<file path="config.mk">
export PLATFORM = sky130hd
export DESIGN_NAME = bit_test_branch_exec
export DESIGN_NICKNAME = d
export VERILOG_FILES = /design/src/branch_target_calc.v /design/src/mask_test_unit.v /design/src/bit_test_branch_exec.v
export VERILOG_INCLUDE_DIRS = /design/src /design/src/pkg
export SDC_FILE = /design/constraint.sdc
export NUM_CORES = 1
export LEC_CHECK = 0
export ABC_AREA = 1
export BUFFER_PORTS_ARGS = -buffer_cell sky130_fd_sc_hd__buf_2
export CAP_MARGIN = 0
export CORE_MARGIN = 2
export CORE_UTILIZATION = 47
export CTS_BUF_LIST = sky130_fd_sc_hd__clkbuf_4 sky130_fd_sc_hd__clkbuf_8 sky130_fd_sc_hd__clkbuf_16
export DETAILED_ROUTE_END_ITERATION = 6
export GPL_TIMING_DRIVEN = 0
export HOLD_SLACK_MARGIN = 0.03
export PLACE_DENSITY = 0.73
export REMOVE_ABC_BUFFERS = 1
export SLEW_MARGIN = 20
export SYNTH_ARGS = -nofsm -noshare
export SYNTH_HDL_FRONTEND = slang
export SYNTH_SLANG_ARGS = --single-unit
</file>
<file path="constraint.sdc">
create_clock -name ref_clk -period 2.65 [get_ports ref_clk]
set_clock_uncertainty 0.2 [all_clocks]
set_input_delay 0.3975 -clock ref_clk [delete_from_list [all_inputs] [get_ports ref_clk]]
set_output_delay 0.3975 -clock ref_clk [all_outputs]
set_load 0.01 [all_outputs]
</file>
<file path="src/pkg/bit_test_defs.vh">
`ifndef BIT_TEST_DEFS_VH
`define BIT_TEST_DEFS_VH

// opcodes and prebyte
`define OP_BRANCH_BITS_SET_DIR   8'h12
`define OP_BRANCH_BITS_CLEAR_DIR 8'h13
`define OP_SET_MEM_BITS_DIR      8'h14
`define OP_SET_MEM_BITS_IDX      8'h1c
`define OP_BRANCH_BITS_SET_IDX   8'h1e
`define OP_BRANCH_BITS_CLEAR_IDX 8'h1f
`define OP_Y_PREBYTE             8'h18
`define OP_BRANCH_ALWAYS         8'h20
`define OP_BRANCH_NEVER          8'h21

// address arithmetic
`define DUMMY_ADDR               16'hffff
`define BIT_TEST_PC_ADVANCE      16'h0004
`define NEVER_PC_ADVANCE         16'h0002
`define DIRECT_PAGE_HI           8'h00

// condition code bit positions and reset value
`define CCR_N_BIT                3
`define CCR_Z_BIT                2
`define CCR_V_BIT                1
`define CCR_RESET                8'hd0

`endif

</file>
<file path="src/branch_target_calc.v">
`timescale 1ns/1ps
`default_nettype none

// adds a signed displacement to an advanced program counter
module branch_target_calc
(
  input  wire [15:0] base_pc,
  input  wire [7:0]  displacement,
  output wire [15:0] target
);

  // sign extension of the displacement byte
  assign target = base_pc + {{8{displacement[7]}}, displacement}; // [RL14]

endmodule // branch_target_calc

`default_nettype wire

</file>
<file path="src/mask_test_unit.v">
`timescale 1ns/1ps
`default_nettype none

// mask tests for the bit-test branches and the bit-set result with its flags
module mask_test_unit
(
  input  wire [7:0] operand,
  input  wire [7:0] mask,
  output wire       bits_clear_hit,
  output wire       bits_set_hit,
  output wire [7:0] set_result,
  output wire       result_negative,
  output wire       result_zero
);

  // branch conditions and or-merge
  assign bits_clear_hit  = ((operand & mask) == 8'h00);  // [RL1]
  assign bits_set_hit    = ((~operand & mask) == 8'h00); // [RL2]
  assign set_result      = operand | mask;               // [RL10]
  assign result_negative = set_result[7];                // [RL12]
  assign result_zero     = (set_result == 8'h00);        // [RL12]

endmodule // mask_test_unit

`default_nettype wire

</file>
<file path="src/bit_test_branch_exec.v">
// Notes on behaviour
// RL1: branch_bits_clear ands operand with mask and branches to op+4+offset only if zero, no flags.
// RL2: branch_bits_set ands the inverted operand with mask, branches if zero, no flags touched.
// RL3: branch_bits_clear is 13 direct, 1f x-indexed, prebyte 18 then 1f y-indexed; bytes addr, mask, rel.
// RL4: branch_bits_set is 12 direct, 1e x-indexed, prebyte 18 then 1e y-indexed, same byte order.
// RL5: bit-test branches take 6, 7 or 8 all-read cycles; direct is op, dd, 00dd, mask, rel, ffff.
// RL6: indexed forms read offset, dummy ffff, operand at index+offset, mask, rel, then a dummy ffff.
// RL7: branch_never never branches, advances pc by 2 in three cycles with flags unchanged.
// RL8: branch_never reads opcode, displacement at the next address, then a dummy read at ffff.
// RL9: branch_never is 21, the complement of branch_always 20, so only the opcode differs.
// RL10: set_mem_bits ors the mask into memory and writes back; the mask is the last byte.
// RL11: in y-indexed mode the mask comes from pc+3 because of the prebyte.
// RL12: after set_mem_bits n follows bit 7, z is set for a zero result, v is cleared.
// RL13: set_mem_bits is 14 direct, 1c x-indexed, prebyte 18 then 1c, ending with a write cycle.
// RL14: the displacement is a signed byte added to the advanced program counter.
`timescale 1ns/1ps
`default_nettype none
`include "bit_test_defs.vh"

module bit_test_branch_exec
(
  input  wire        ref_clk,
  input  wire        rst,
  input  wire [15:0] start_pc,
  input  wire [15:0] index_x,
  input  wire [15:0] index_y,
  input  wire [7:0]  ccr_in,
  input  wire        start,
  input  wire [7:0]  mem_rdata,
  output reg  [15:0] mem_addr,
  output reg  [7:0]  mem_wdata,
  output reg         mem_read_write,
  output reg  [15:0] pc_out,
  output reg  [7:0]  condition_code_reg,
  output wire        busy,
  output reg         done,
  output reg         illegal_op
);

  // sequencer states
  localparam [3:0] ST_IDLE     = 4'h0;
  localparam [3:0] ST_OPCODE   = 4'h1;
  localparam [3:0] ST_PAGE2    = 4'h2;
  localparam [3:0] ST_ADDR     = 4'h3;
  localparam [3:0] ST_IDX_DUMY = 4'h4;
  localparam [3:0] ST_OPERAND  = 4'h5;
  localparam [3:0] ST_MASK     = 4'h6;
  localparam [3:0] ST_REL      = 4'h7;
  localparam [3:0] ST_END_DUMY = 4'h8;
  localparam [3:0] ST_WRITE    = 4'h9;
  localparam [3:0] ST_NEVER_RL = 4'ha;
  localparam [3:0] ST_FINISH   = 4'hb;

  // instruction kinds
  localparam [1:0] K_CLEAR = 2'd0;
  localparam [1:0] K_SET   = 2'd1;
  localparam [1:0] K_SET_MEM_BITS  = 2'd2;

  // addressing modes
  localparam [1:0] M_DIRECT = 2'd0;
  localparam [1:0] M_X      = 2'd1;
  localparam [1:0] M_Y      = 2'd2;

  reg  [3:0]  state;
  reg  [15:0] op_pc;
  reg  [15:0] fetch_pc;
  reg  [1:0]  kind;
  reg  [1:0]  mode;
  reg  [7:0]  offset;
  reg  [7:0]  operand;
  reg  [7:0]  mask;
  reg  [15:0] ea;

  wire [15:0] target;
  wire        clear_hit;
  wire        set_hit;
  wire [7:0]  set_result;
  wire        res_n;
  wire        res_z;

  assign busy = (state != ST_IDLE);

  // relative target from the opcode address plus four
  branch_target_calc u_target
  (
    .base_pc      (op_pc + `BIT_TEST_PC_ADVANCE),
    .displacement (mem_rdata),
    .target       (target)
  );

  // mask tests on the captured operand and mask
  mask_test_unit u_mask
  (
    .operand         (operand),
    .mask            (mask),
    .bits_clear_hit  (clear_hit),
    .bits_set_hit    (set_hit),
    .set_result      (set_result),
    .result_negative (res_n),
    .result_zero     (res_z)
  );

  // bus address and direction for the current state
  always @*
  begin
    mem_addr       = fetch_pc;
    mem_wdata      = set_result;
    mem_read_write = 1'b1;
    case (state)
      ST_IDX_DUMY: mem_addr = `DUMMY_ADDR; // [RL6]
      ST_END_DUMY: mem_addr = `DUMMY_ADDR; // [RL5] [RL6] [RL8]
      ST_OPERAND:  mem_addr = ea;
      ST_WRITE:
      begin
        mem_addr       = ea;
        mem_read_write = 1'b0; // [RL13]
      end
      ST_IDLE:     mem_addr = `DUMMY_ADDR;
      ST_FINISH:   mem_addr = `DUMMY_ADDR;
      default:     mem_addr = fetch_pc;
    endcase
  end

  // instruction sequencer
  always @(posedge ref_clk)
  begin
    if (rst)
    begin
      state              <= ST_IDLE;
      op_pc              <= 16'h0000;
      fetch_pc           <= 16'h0000;
      kind               <= K_CLEAR;
      mode               <= M_DIRECT;
      offset             <= 8'h00;
      operand            <= 8'h00;
      mask               <= 8'h00;
      ea                 <= 16'h0000;
      pc_out             <= 16'h0000;
      condition_code_reg <= `CCR_RESET;
      done               <= 1'b0;
      illegal_op         <= 1'b0;
    end
    else
    begin
      done <= 1'b0;
      case (state)
        ST_IDLE:
        begin
          if (start)
          begin
            state              <= ST_OPCODE;
            op_pc              <= start_pc;
            fetch_pc           <= start_pc;
            condition_code_reg <= ccr_in;
            illegal_op         <= 1'b0;
          end
        end
        ST_OPCODE:
        begin
          fetch_pc <= fetch_pc + 16'h0001;
          state    <= ST_ADDR;
          mode     <= M_DIRECT;
          case (mem_rdata) // [RL3] [RL4] [RL13]
            `OP_BRANCH_BITS_CLEAR_DIR: kind <= K_CLEAR;
            `OP_BRANCH_BITS_SET_DIR:   kind <= K_SET;
            `OP_SET_MEM_BITS_DIR:      kind <= K_SET_MEM_BITS;
            `OP_BRANCH_BITS_CLEAR_IDX:
            begin
              kind <= K_CLEAR;
              mode <= M_X;
            end
            `OP_BRANCH_BITS_SET_IDX:
            begin
              kind <= K_SET;
              mode <= M_X;
            end
            `OP_SET_MEM_BITS_IDX:
            begin
              kind <= K_SET_MEM_BITS;
              mode <= M_X;
            end
            `OP_Y_PREBYTE: state <= ST_PAGE2;
            `OP_BRANCH_NEVER: state <= ST_NEVER_RL; // [RL9]
            default:
            begin
              illegal_op <= 1'b1;
              pc_out     <= op_pc;
              state      <= ST_FINISH;
            end
          endcase
        end
        ST_PAGE2:
        begin
          fetch_pc <= fetch_pc + 16'h0001;
          mode     <= M_Y;
          state    <= ST_ADDR;
          case (mem_rdata) // [RL3] [RL4] [RL13]
            `OP_BRANCH_BITS_CLEAR_IDX: kind <= K_CLEAR;
            `OP_BRANCH_BITS_SET_IDX:   kind <= K_SET;
            `OP_SET_MEM_BITS_IDX:      kind <= K_SET_MEM_BITS;
            default:
            begin
              illegal_op <= 1'b1;
              pc_out     <= op_pc;
              state      <= ST_FINISH;
            end
          endcase
        end
        ST_ADDR:
        begin
          // address or offset byte is the first operand byte
          fetch_pc <= fetch_pc + 16'h0001;
          offset   <= mem_rdata;
          if (mode == M_DIRECT)
          begin
            ea    <= {`DIRECT_PAGE_HI, mem_rdata}; // [RL5]
            state <= ST_OPERAND;
          end
          else
          begin
            ea    <= ((mode == M_Y) ? index_y : index_x) + {8'h00, mem_rdata}; // [RL6]
            state <= ST_IDX_DUMY;
          end
        end
        ST_IDX_DUMY:
          state <= ST_OPERAND; // [RL6]
        ST_OPERAND:
        begin
          operand <= mem_rdata;
          state   <= ST_MASK;
        end
        ST_MASK:
        begin
          // mask sits at pc+2, or pc+3 behind the prebyte
          mask     <= mem_rdata; // [RL11]
          fetch_pc <= fetch_pc + 16'h0001;
          state    <= (kind == K_SET_MEM_BITS) ? ST_END_DUMY : ST_REL;
        end
        ST_REL:
        begin
          fetch_pc <= fetch_pc + 16'h0001;
          // op_pc counts from the prebyte, so the y form adds one more
          if (((kind == K_CLEAR) && clear_hit) || ((kind == K_SET) && set_hit))
            pc_out <= target + ((mode == M_Y) ? 16'h0001 : 16'h0000); // [RL1] [RL2]
          else
            pc_out <= fetch_pc + 16'h0001;
          state <= ST_END_DUMY;
        end
        ST_END_DUMY:
        begin
          if (kind == K_SET_MEM_BITS)
            state <= ST_WRITE;
          else
            state <= ST_FINISH;
        end
        ST_WRITE:
        begin
          // write-back cycle, flags follow the result
          condition_code_reg[`CCR_N_BIT] <= res_n; // [RL12]
          condition_code_reg[`CCR_Z_BIT] <= res_z; // [RL12]
          condition_code_reg[`CCR_V_BIT] <= 1'b0;  // [RL12]
          pc_out <= fetch_pc;
          state  <= ST_FINISH;
        end
        ST_NEVER_RL:
        begin
          // displacement read and dropped, flags untouched
          pc_out   <= op_pc + `NEVER_PC_ADVANCE; // [RL7]
          fetch_pc <= fetch_pc + 16'h0001;       // [RL8]
          kind     <= K_CLEAR;
          state    <= ST_END_DUMY;
        end
        ST_FINISH:
        begin
          done  <= 1'b1;
          state <= ST_IDLE;
        end
        default:
          state <= ST_IDLE;
      endcase
    end
  end

endmodule // bit_test_branch_exec

`default_nettype wire

</file>
==> run_results.csv, run 1 <==
group,metric,value,unit
routing,viasPerCell,5.39,
critical_path,reg2reg_depth,16,
timing,maxSlewHeadroom,54.8,%
routing,wl,23600,µm
timing,holdWs,40.6,ps
placement,portBuffers,118,
routing,dr.pass1.iters,6,
power,combinationalPowerShare,59.6,%
cells_and_area,stdcell_count,1554,
placement,place_congestion,0.966,
timing,period_share,99.5,%
floorplanning,die_h,130,µm
clock_network,clk_pin_slew,70,ps
critical_path,path_buf_inv,2,
clock_network,cts-root-buf,"clkbuf_16",
clock_network,clock_latency,370,ps
synthesis,synth.yosys.seq_area_share,26.2,%
routing,drt_iter0_drc,712,
critical_path,crit_path_cell_trace,"inv_2 > nand2_4 > inv_8 > fa_2 > ha_4 > fa_2 > nand3_2 > nand3_4 > nand2_2 > nand2_1 > nand2_1 > nand3_2 > nand3_2 > nand2_2 > nand2_2 > a21oi_2",
timing,rsz0062_at_grt,"true",
timing,finalCriticalPeriod,2640,ps
floorplanning,initial_core_util,47.7,%
critical_path,crit_required,2680,ps
floorplanning,dieArea,17000,µm²
floorplanning,io_pins,119,
global_route,grt.overflow.total,0,
critical_path,slowest_stage,"fa_2",
global_route,grt_pass1_vias,7399,
floorplanning,core-area,15700,µm²
synthesis,ys_warn_count,0,
clock_network,clockBufferDepth,2,
synthesis,synth_flop_cell,"dfxtp_1",
global_route,grt_first_pass_wirelength,36900,µm
synthesis,synth_cells,1228,
critical_path,cp_top_family,"adder cells",
critical_path,crit_fanout,3,
critical_path,cpPeakStageDelay,380,ps
synthesis,netlist_area,7500,µm²
critical_path,critPathArrivalTime,2670,ps
cells_and_area,drive_gt1_share,17.8,%
cells_and_area,diodes,0,
global_route,grt_start_max_net_pins,56,
clock_network,cts_tree,"done",
synthesis,ys_seq_elements,98,
timing,setup_violations,0,
synthesis,synth_edf_count,0,
power,total_power,9.08,mW
clock_network,numCtsBuffers,9,
power,p_leak,4.10,nW
critical_path,rrSetupSlack,10,ps
routing,drc,0,
power,power_density,1020,nW/µm²
power,internal-power,4.51,mW
clock_network,htree_levels,3,
cells_and_area,final_net_count,1441,
synthesis,syn_avg_cell_area,6.11,µm²
timing,max_freq,379,MHz
floorplanning,row_count,46,
power,vdd_ir_drop_max,0.603,mV
routing,wl_per_cell,15.2,µm
power,p_sw_share,50.3,%
placement,hpwl,16600,µm
synthesis,yosys.cell_types.count,42,
power,p_switching,4.57,mW
critical_path,path_class,"reg -> reg",
routing,ant_nets,0,
power,seqPwrFrac,24.0,%
critical_path,critPathCaptureType,"flip-flop",
clock_network,hold_buffers,0,
min_path,min_path_type,"in -> reg",
timing,worst_pin_slew,678,ps
min_path,hold_depth,3,
run_status,status,"finished, final reports clean",
global_route,grt_usage,27.7,%
power,pwr-share-clk,16.4,%
placement,placedCellCount,1521,
clock_network,cts_sinks,98,
timing,finalMaxSlewViolations,0,
job,drv_cap,0,
cells_and_area,syn_to_final_growth,18.5,%
routing,route.vias.total,8371,
floorplanning,chipWidth,130,µm
critical_path,startpoint_type,"flip-flop",
critical_path,path_depth,16,
synthesis,async_flop_share,0,%
timing,hold_viol,0,
global_route,antenna_found_initial,0,
-- worst register-to-register path: cells and delay by family (launching register included) --
family / cells / cell delay (ps)
adder cells (fa/ha/maj): 3 / 950
AO/OA/AOI/OAI: 1 / 50
AND/OR/NAND/NOR: 10 / 860
buffers and inverters: 2 / 100
flip-flops: 1 / 340
-- logic make-up (layout without fill, tap and decap cells) --
group           after synthesis  after routing  share of synthesized area, %
fa+ha+maj                    41             41                          7.14
buf+inv                     191            300                          10.4
xor+xnor                     16             16                          1.87
simple gates                650            651                          36.8
compound gates              232            232                          17.6
flops                        98             98                          26.2
-- layout make-up --
class / instances / area, µm²
Fill cell: 1572 / 6830
Multi-Input combinational cell: 940 / 5010
Sequential cell: 98 / 1970
Timing Repair Buffer: 133 / 713
Inverter: 150 / 587
Tap cell: 216 / 270
Clock buffer: 10 / 239
Clock inverter: 6 / 88.8
Timing Repair inverter: 1 / 7.51
-- final timing paths --
path                            to                   from
min reg2reg  condition_code_reg[4]  condition_code_reg[4]
max reg2reg              pc_out[9]                mode[0]
min          condition_code_reg[4]              ccr_in[4]
max                      pc_out[9]                mode[0]
-- placed cells by master, fill, tap and decap left out, drive strengths merged, types with 7 or more instances in the layout --
| master | Yosys | final |
|---|---|---|
| dfxtp | 98 | 98 |
| a31oi | 12 | 12 |
| or2 | 10 | 10 |
| a21oi | 105 | 105 |
| inv | 150 | 148 |
| o211ai | 20 | 20 |
| a22oi | 7 | 7 |
| nand3 | 90 | 90 |
| ha | 38 | 38 |
| nand4 | 14 | 14 |
| clkbuf | 18 | 10 |
| buf | 23 | 133 |
| xor2 | 10 | 10 |
| nor3 | 20 | 20 |
| nand2 | 394 | 395 |
| o21ai | 68 | 68 |
| nor2 | 117 | 117 |
-- repair_timing --
action / in CTS / in global routing
pin swaps: 9 / 21
setup buffers: 9 / 6
gates resized for setup: 33 / 34
hold endpoints to repair: 0 / 0
setup endpoints to repair: 43 / 42
gates cloned: 0 / 2
-- cells in the mapped netlist (10+ instances only) --
library cell	instances	share of area (%)
a21oi_1	103	6.9
a31oi_1	12	1.0
buf_2	13	0.87
clkbuf_1	18	0.90
dfxtp_1	98	26
ha_1	38	6.3
inv_1	141	7.1
nand2_1	385	19
nand3_1	89	5.9
nand4_1	14	1.2
nor2_1	110	5.5
nor3_1	19	1.3
o211ai_1	20	2.0
o21ai_0	68	4.5
or2_2	10	0.83
xor2_1	10	1.2
-- power groups by stage --
| stage | clock network [mW] | registers, mW | logic [mW] |
|---|---|---|---|
| global placement | 0 | 2.19 | 4.89 |
| detailed placement | 0 | 2.19 | 4.94 |
| CTS | 1.49 | 2.16 | 5.14 |
| floorplan | 0 | 2.16 | 3.45 |
| global route | 1.56 | 2.23 | 5.99 |
| finish | 1.49 | 2.18 | 5.41 |
-- stage by stage --
step                TNS, ps  setup WS (ps)  utilization (%)  cell area [µm²]
floorplan              -423           -102                -             7280
global placement     -31700          -1070             51.8             8140
detailed placement   -25230          -1080             51.8             8140
CTS                    -207          -52.9             55.2             8670
global route           -427          -82.3             56.5             8880
finish                    0           12.4             56.5             8880
-- layer usage --
metal  global-route usage (%)  part of all wire, %  up-vias
met3                     4.88                  7.2       49
met2                     45.3                   46      362
met4                     9.80                  2.8        0
met5                        0                    0        -
met1                     36.9                   44     3736
li1                         -                    -     4224
No activity file was read; power rests on OpenSTA's default activity.
==> inputs of run 2 (changes only) <==
--- a/config.mk
+++ b/config.mk
@@ -12,6 +12,7 @@
 export CORE_MARGIN = 2
 export CORE_UTILIZATION = 47
 export CTS_BUF_LIST = sky130_fd_sc_hd__clkbuf_4 sky130_fd_sc_hd__clkbuf_8 sky130_fd_sc_hd__clkbuf_16
+export CTS_CLUSTER_SIZE = 40
 export DETAILED_ROUTE_END_ITERATION = 6
 export GPL_TIMING_DRIVEN = 0
 export HOLD_SLACK_MARGIN = 0.03
==> constraint.sdc (replaced) <==
create_clock -name ref_clk -period 2.65 [get_ports ref_clk]
set_clock_uncertainty 0.2 [all_clocks]
set_input_delay 0.795 -clock ref_clk [delete_from_list [all_inputs] [get_ports ref_clk]]
set_output_delay 0.795 -clock ref_clk [all_outputs]
set_load 0.01 [all_outputs]
==> run 2 against run 1 <==
Compared with the run above:
- the run now ends with setup timing left
- critical path type is now reg -> out
- clock power about the same
- wire length increased by 3.7%
- hold slack improved by 220 ps
- largest cell class unchanged
==> run_results.csv, run 2 (synthesized netlist as in run 1, its figures left out) <==
group,metric,value,unit
run_status,status,"finished, violations left",
run_status,violations,"setup timing",
critical_path,crit_required,1660,ps
floorplanning,core-area,15700,µm²
routing,dr.pass1.iters,6,
job,drv_cap,0,
cells_and_area,multi_input_area,5450,µm²
clock_network,cts_sinks,98,
cells_and_area,final_net_count,1451,
timing,holdWs,257,ps
routing,drc,0,
critical_path,slowest_stage,"dfxtp_4",
critical_path,cpPeakStageDelay,360,ps
cells_and_area,nFillCells,1491,
min_path,min_path_type,"reg -> reg",
routing,drt_iter0_drc,767,
placement,place_congestion,0.966,
placement,portBuffers,118,
critical_path,crit_fanout,8,
placement,hpwl,16600,µm
critical_path,crit_path_cell_trace,"inv_4 > nand2_4 > nor2_4 > clkinvlp_4 > buf_12 > nand2_8 > nand2_2 > o211ai_1 > buf_2",
floorplanning,die_h,130,µm
global_route,grt.overflow.total,0,
critical_path,path_class,"reg -> out",
global_route,antenna_found_initial,0,
cells_and_area,final_common_cell,"nand2_1",
cells_and_area,diodes,0,
cells_and_area,mostFrequentLayoutCells,"nand2_1, inv_1, buf_2, nor2_1, a21oi_1",
critical_path,critPathArrivalTime,1750,ps
timing,period_share,104,%
clock_network,cts_tree,"done",
power,vdd_ir_drop_max,0.619,mV
clock_network,clockBufferDepth,2,
routing,route.vias.total,8533,
floorplanning,row_count,46,
placement,pre_cts_slack,-1470,ps
global_route,grt_start_max_net_pins,56,
power,power_density,1020,nW/µm²
routing,viasPerCell,5.46,
floorplanning,dieArea,17000,µm²
timing,maxSlewHeadroom,54.7,%
clock_network,numCtsBuffers,9,
cells_and_area,seq_area,1980,µm²
timing,rsz0062_at_grt,"true",
clock_network,clk_pin_slew,70,ps
global_route,grt_usage,28.6,%
timing,finalMaxSlewViolations,0,
critical_path,startpoint_type,"flip-flop",
clock_network,clock_latency,370,ps
timing,finalCriticalPeriod,2750,ps
floorplanning,io_pins,119,
clock_network,cts-root-buf,"clkbuf_16",
power,total_power,9.64,mW
cells_and_area,syn_to_final_growth,26.4,%
routing,wl_per_cell,15.6,µm
global_route,grt_pass1_vias,7687,
critical_path,path_buf_inv,4,
timing,worst_pin_slew,679,ps
floorplanning,initial_core_util,47.7,%
timing,setup_violations,19,
clock_network,htree_levels,3,
critical_path,cp_top_family,"buffers and inverters",
routing,ant_nets,0,
global_route,grt_first_pass_wirelength,38000,µm
power,p_leak,4.26,nW
timing,fin_ws,-100,ps
critical_path,critPathCaptureType,"primary output",
timing,hold_viol,0,
cells_and_area,drive_gt1_share,23.4,%
routing,wl,24400,µm
floorplanning,chipWidth,130,µm
timing,max_freq,364,MHz
[run 2: changes by cell type in the layout (fill, tap and decap cells not counted), moves of 6 or more]
| cell | delta |
|---|---|
| nand2_1 | -31 |
| nand2_2 | +25 |
| ha_1 | -16 |
| ha_4 | +16 |
| buf_4 | +7 |
| buf_2 | -6 |
[run 2: worst min-delay path: stages, from the launching register on]
cell and delay (ps):
dfxtp_1 330, nand2_1 50, nand3_1 50
[run 2: power by group]
| part | internal [mW] | switching [mW] | leakage (nW) |
|---|---|---|---|
| clock | 0.856 | 0.634 | 0.155 |
| sequential | 1.85 | 0.377 | 0.804 |
| combinational | 2.11 | 3.80 | 3.30 |
[run 2: metrics by stage]
step           util (%)  cells  instance area [µm²]  TNS, ps
6_report           60.3   1564                 9470    -1420
5_1_grt            60.3   1564                 9470    -3340
2_1_floorplan         -   1187                 7280    -5640
3_3_place_gp       51.8   1521                 8140   -58450
4_1_cts            57.1   1557                 8970     -781
3_5_place_dp       51.8   1521                 8140   -42420
[run 2: cell type report]
cell class | count | area share, %
repair buffers | 141 | 8.93
repair inverters | 1 | 0.0792
well taps | 216 | 2.85
flip-flops and latches | 98 | 20.9
multi-input cells | 942 | 57.5
clock inverters | 6 | 0.938
clock buffers | 10 | 2.52
inverters | 150 | 6.29
[run 2: repair_timing]
action | 4_1_cts | 5_1_grt
endpoints found under the setup margin | 43 | 42
setup buffers | 16 | 8
cloned | 4 | 0
hold buffers | 0 | 0
resized for setup | 84 | 89
pin swaps | 14 | 46
[run 2: path summary, 6_finish.rpt]
path,from,end,slack [ps],cells after the start
max,state[3],mem_addr[4],-100,9
min,condition_code_reg[4],condition_code_reg[4],260,2
min reg2reg,condition_code_reg[4],condition_code_reg[4],260,2
max reg2reg,mode[0],pc_out[9],-90,16
[run 2: per-layer routing]
layer	vias to the layer above	global-route usage [%]	part of all wire [%]	wire length, µm
met5	-	0	0	0
met4	0	11.4	3.1	759
met3	61	5.13	7.7	1890
met2	380	47.5	46	11300
met1	3840	36.8	43	10500
li1	4252	-	-	-
==> inputs of run 3 (changes only) <==
--- a/config.mk
+++ b/config.mk
@@ -16,9 +16,10 @@
 export DETAILED_ROUTE_END_ITERATION = 6
 export GPL_TIMING_DRIVEN = 0
 export HOLD_SLACK_MARGIN = 0.03
-export PLACE_DENSITY = 0.73
+export PLACE_DENSITY = 0.72
 export REMOVE_ABC_BUFFERS = 1
 export SLEW_MARGIN = 20
 export SYNTH_ARGS = -nofsm -noshare
 export SYNTH_HDL_FRONTEND = slang
+export SYNTH_HIERARCHICAL = 1
 export SYNTH_SLANG_ARGS = --single-unit
==> run 3 against run 2 <==
Compared with the run above:
- the run ends with DRC, setup timing left
- sequential power is 5% higher
- wire length is 17% higher
- cell area is 14% higher
- cell count is 11% higher
- worst setup slack worse by 710 ps
- via count is 14% higher
- area after synthesis is 6.1% higher
- highest routed layer unchanged
- largest power group unchanged
- power is 15% higher
- critical path depth is 14 higher
==> run_results.csv, run 3 <==
group,metric,value,unit
global_route,grt_usage,29.5,%
power,vdd_ir_drop_max,0.639,mV
routing,wl_per_cell,16.4,µm
synthesis,yosys.area.top_type,"dfxtp_1",
floorplanning,initial_core_util,47.9,%
global_route,grt.overflow.total,0,
timing,setup_violations,29,
cells_and_area,mostFrequentLayoutCells,"nand2_1, inv_1, nor2_1, buf_2, dfxtp_1",
timing,finalCriticalPeriod,3460,ps
placement,place_congestion,0.970,
cells_and_area,final_net_count,1616,
critical_path,critPathCaptureType,"flip-flop",
clock_network,clock_latency,360,ps
timing,maxSlewHeadroom,32.2,%
cells_and_area,final_util,64.9,%
routing,ant_nets,0,
clock_network,cts-root-buf,"clkbuf_16",
clock_network,cts_sinks,98,
global_route,grt_start_max_net_pins,46,
synthesis,synth_flop_cell,"dfxtp_1",
floorplanning,row_count,47,
floorplanning,io_pins,119,
critical_path,crit_required,2700,ps
timing,holdWs,260,ps
cells_and_area,syn_to_final_growth,35.3,%
cells_and_area,drive_gt1_share,30.0,%
synthesis,yosysMostFrequentCell,"nand2_1",
clock_network,hold_buffers,0,
cells_and_area,final_common_cell,"nand2_1",
floorplanning,dieArea,18000,µm²
floorplanning,chipWidth,134,µm
min_path,min_path_type,"reg -> reg",
synthesis,yosysTopAreaCellShare,24.7,%
power,total_power,11.1,mW
critical_path,crit_fanout,4,
job,drv_cap,0,
synthesis,ys_seq_elements,98,
synthesis,netlist_top_cells_area,"dfxtp_1, nand2_1, inv_1",
routing,viasPerCell,5.59,
cells_and_area,diodes,0,
synthesis,syn_avg_cell_area,5.89,µm²
cells_and_area,nFillCells,1520,
routing,wl,28600,µm
timing,max_freq,289,MHz
critical_path,critPathArrivalTime,3510,ps
timing,fin_setup_tns,-8650,ps
timing,hold_viol,0,
routing,dr.pass1.iters,7,
timing,finalMaxSlewViolations,0,
synthesis,yosys.cell_types.count,45,
synthesis,ys_warn_count,6,
clock_network,cts_tree,"done",
critical_path,startpoint_type,"flip-flop",
synthesis,netlist_area,7950,µm²
critical_path,rrSetupSlack,-810,ps
synthesis,async_flop_share,0,%
synthesis,synth.yosys.seq_area_share,24.7,%
timing,period_share,130,%
power,power_density,1030,nW/µm²
clock_network,clk_pin_slew,70,ps
run_status,status,"finished, violations left",
synthesis,synth_edf_count,0,
timing,rsz0062_at_grt,"true",
routing,drc,1,
placement,hpwl,18900,µm
synthesis,synthTopCellsByCount,"nand2_1, inv_1, nor2_1",
clock_network,numCtsBuffers,9,
placement,portBuffers,118,
clock_network,clockBufferDepth,2,
routing,route.vias.total,9738,
floorplanning,die_h,134,µm
critical_path,path_class,"reg -> reg",
global_route,grt_pass1_vias,8443,
synthesis,synth_cells,1351,
power,p_leak,4.88,nW
timing,fin_ws,-808,ps
global_route,grt_first_pass_wirelength,42200,µm
clock_network,htree_levels,3,
run_status,violations,"DRC, setup timing",
routing,drt_iter0_drc,885,
placement,pre_cts_slack,-1400,ps
global_route,antenna_found_initial,0,
timing,worst_pin_slew,1020,ps
floorplanning,core-area,16600,µm²
run 3: timing repair:
action	in CTS	in global routing
pin swaps	80	76
cloned	4	1
buffers inserted	50	25
endpoints found under the setup margin	55	52
gates resized for setup	189	105
run 3: cell type report:
| class | instances | area [µm²] | area share, % |
|---|---|---|---|
| clock inverter | 5 | 61.3 | 0.570 |
| tap | 220 | 275 | 2.56 |
| timing repair buffer | 194 | 1300 | 12.1 |
| timing repair inverter | 1 | 7.51 | 0.0698 |
| sequential | 98 | 2010 | 18.6 |
| multi-input combinational | 1041 | 6180 | 57.5 |
| inverter | 173 | 686 | 6.38 |
| clock buffer | 10 | 239 | 2.22 |
run 3: final timing paths:
path | startpoint | end | depth (start not counted)
setup / recovery | op_pc[5] | pc_out[12] | 23
hold / removal | illegal_op | illegal_op | 2
setup reg to reg | op_pc[5] | pc_out[12] | 23
hold reg to reg | illegal_op | illegal_op | 2
run 3: metrics by stage:
stage / instances / area (µm²)
global placement: 1646 / 8600
CTS: 1717 / 10100
global route: 1742 / 10800
detailed placement: 1648 / 8650
floorplan: 1308 / 7730
finish: 1742 / 10800
run 3: cells by family after synthesis:
logic type	synth area share, %
simple gates	39.5
compound gates	15.9
buf+inv	10.9
flops	24.7
xor+xnor	3.97
fa+ha+maj	5.07
run 3: per-layer routing:
metal  up-vias  share of wire, %  GRT usage (%)
met5         -                 0              0
met4         0               3.9           10.7
met3        93               7.7           5.22
met2       432                47           49.1
met1      4517                41           38.5
li1       4696                 -              -
run 3: where the power goes:
group	internal (mW)	switching [mW]
Sequential	1.90	0.441
Combinational	2.82	4.58
Clock	0.761	0.626
Total	5.48	5.65
run 3: worst max-delay path, stage by stage (launching register included):
cell and delay [ps]:
dfxtp_4 390, nand2_4 60, nor4_4 420, nand2_2 150, buf_6 160, xor2_4 160, ha_4 330, nand2_4 70
inv_4 70, nand2_2 60, nand2_4 70, inv_2 40, nand2_1 50, nand2_1 50, nand2_2 110, nand2_2 90
nor2_4 140, nand3_2 80, xor2_1 190, nand2_1 110, nand3_2 100, nand3_2 100, nor2_2 90, nor2_1 50
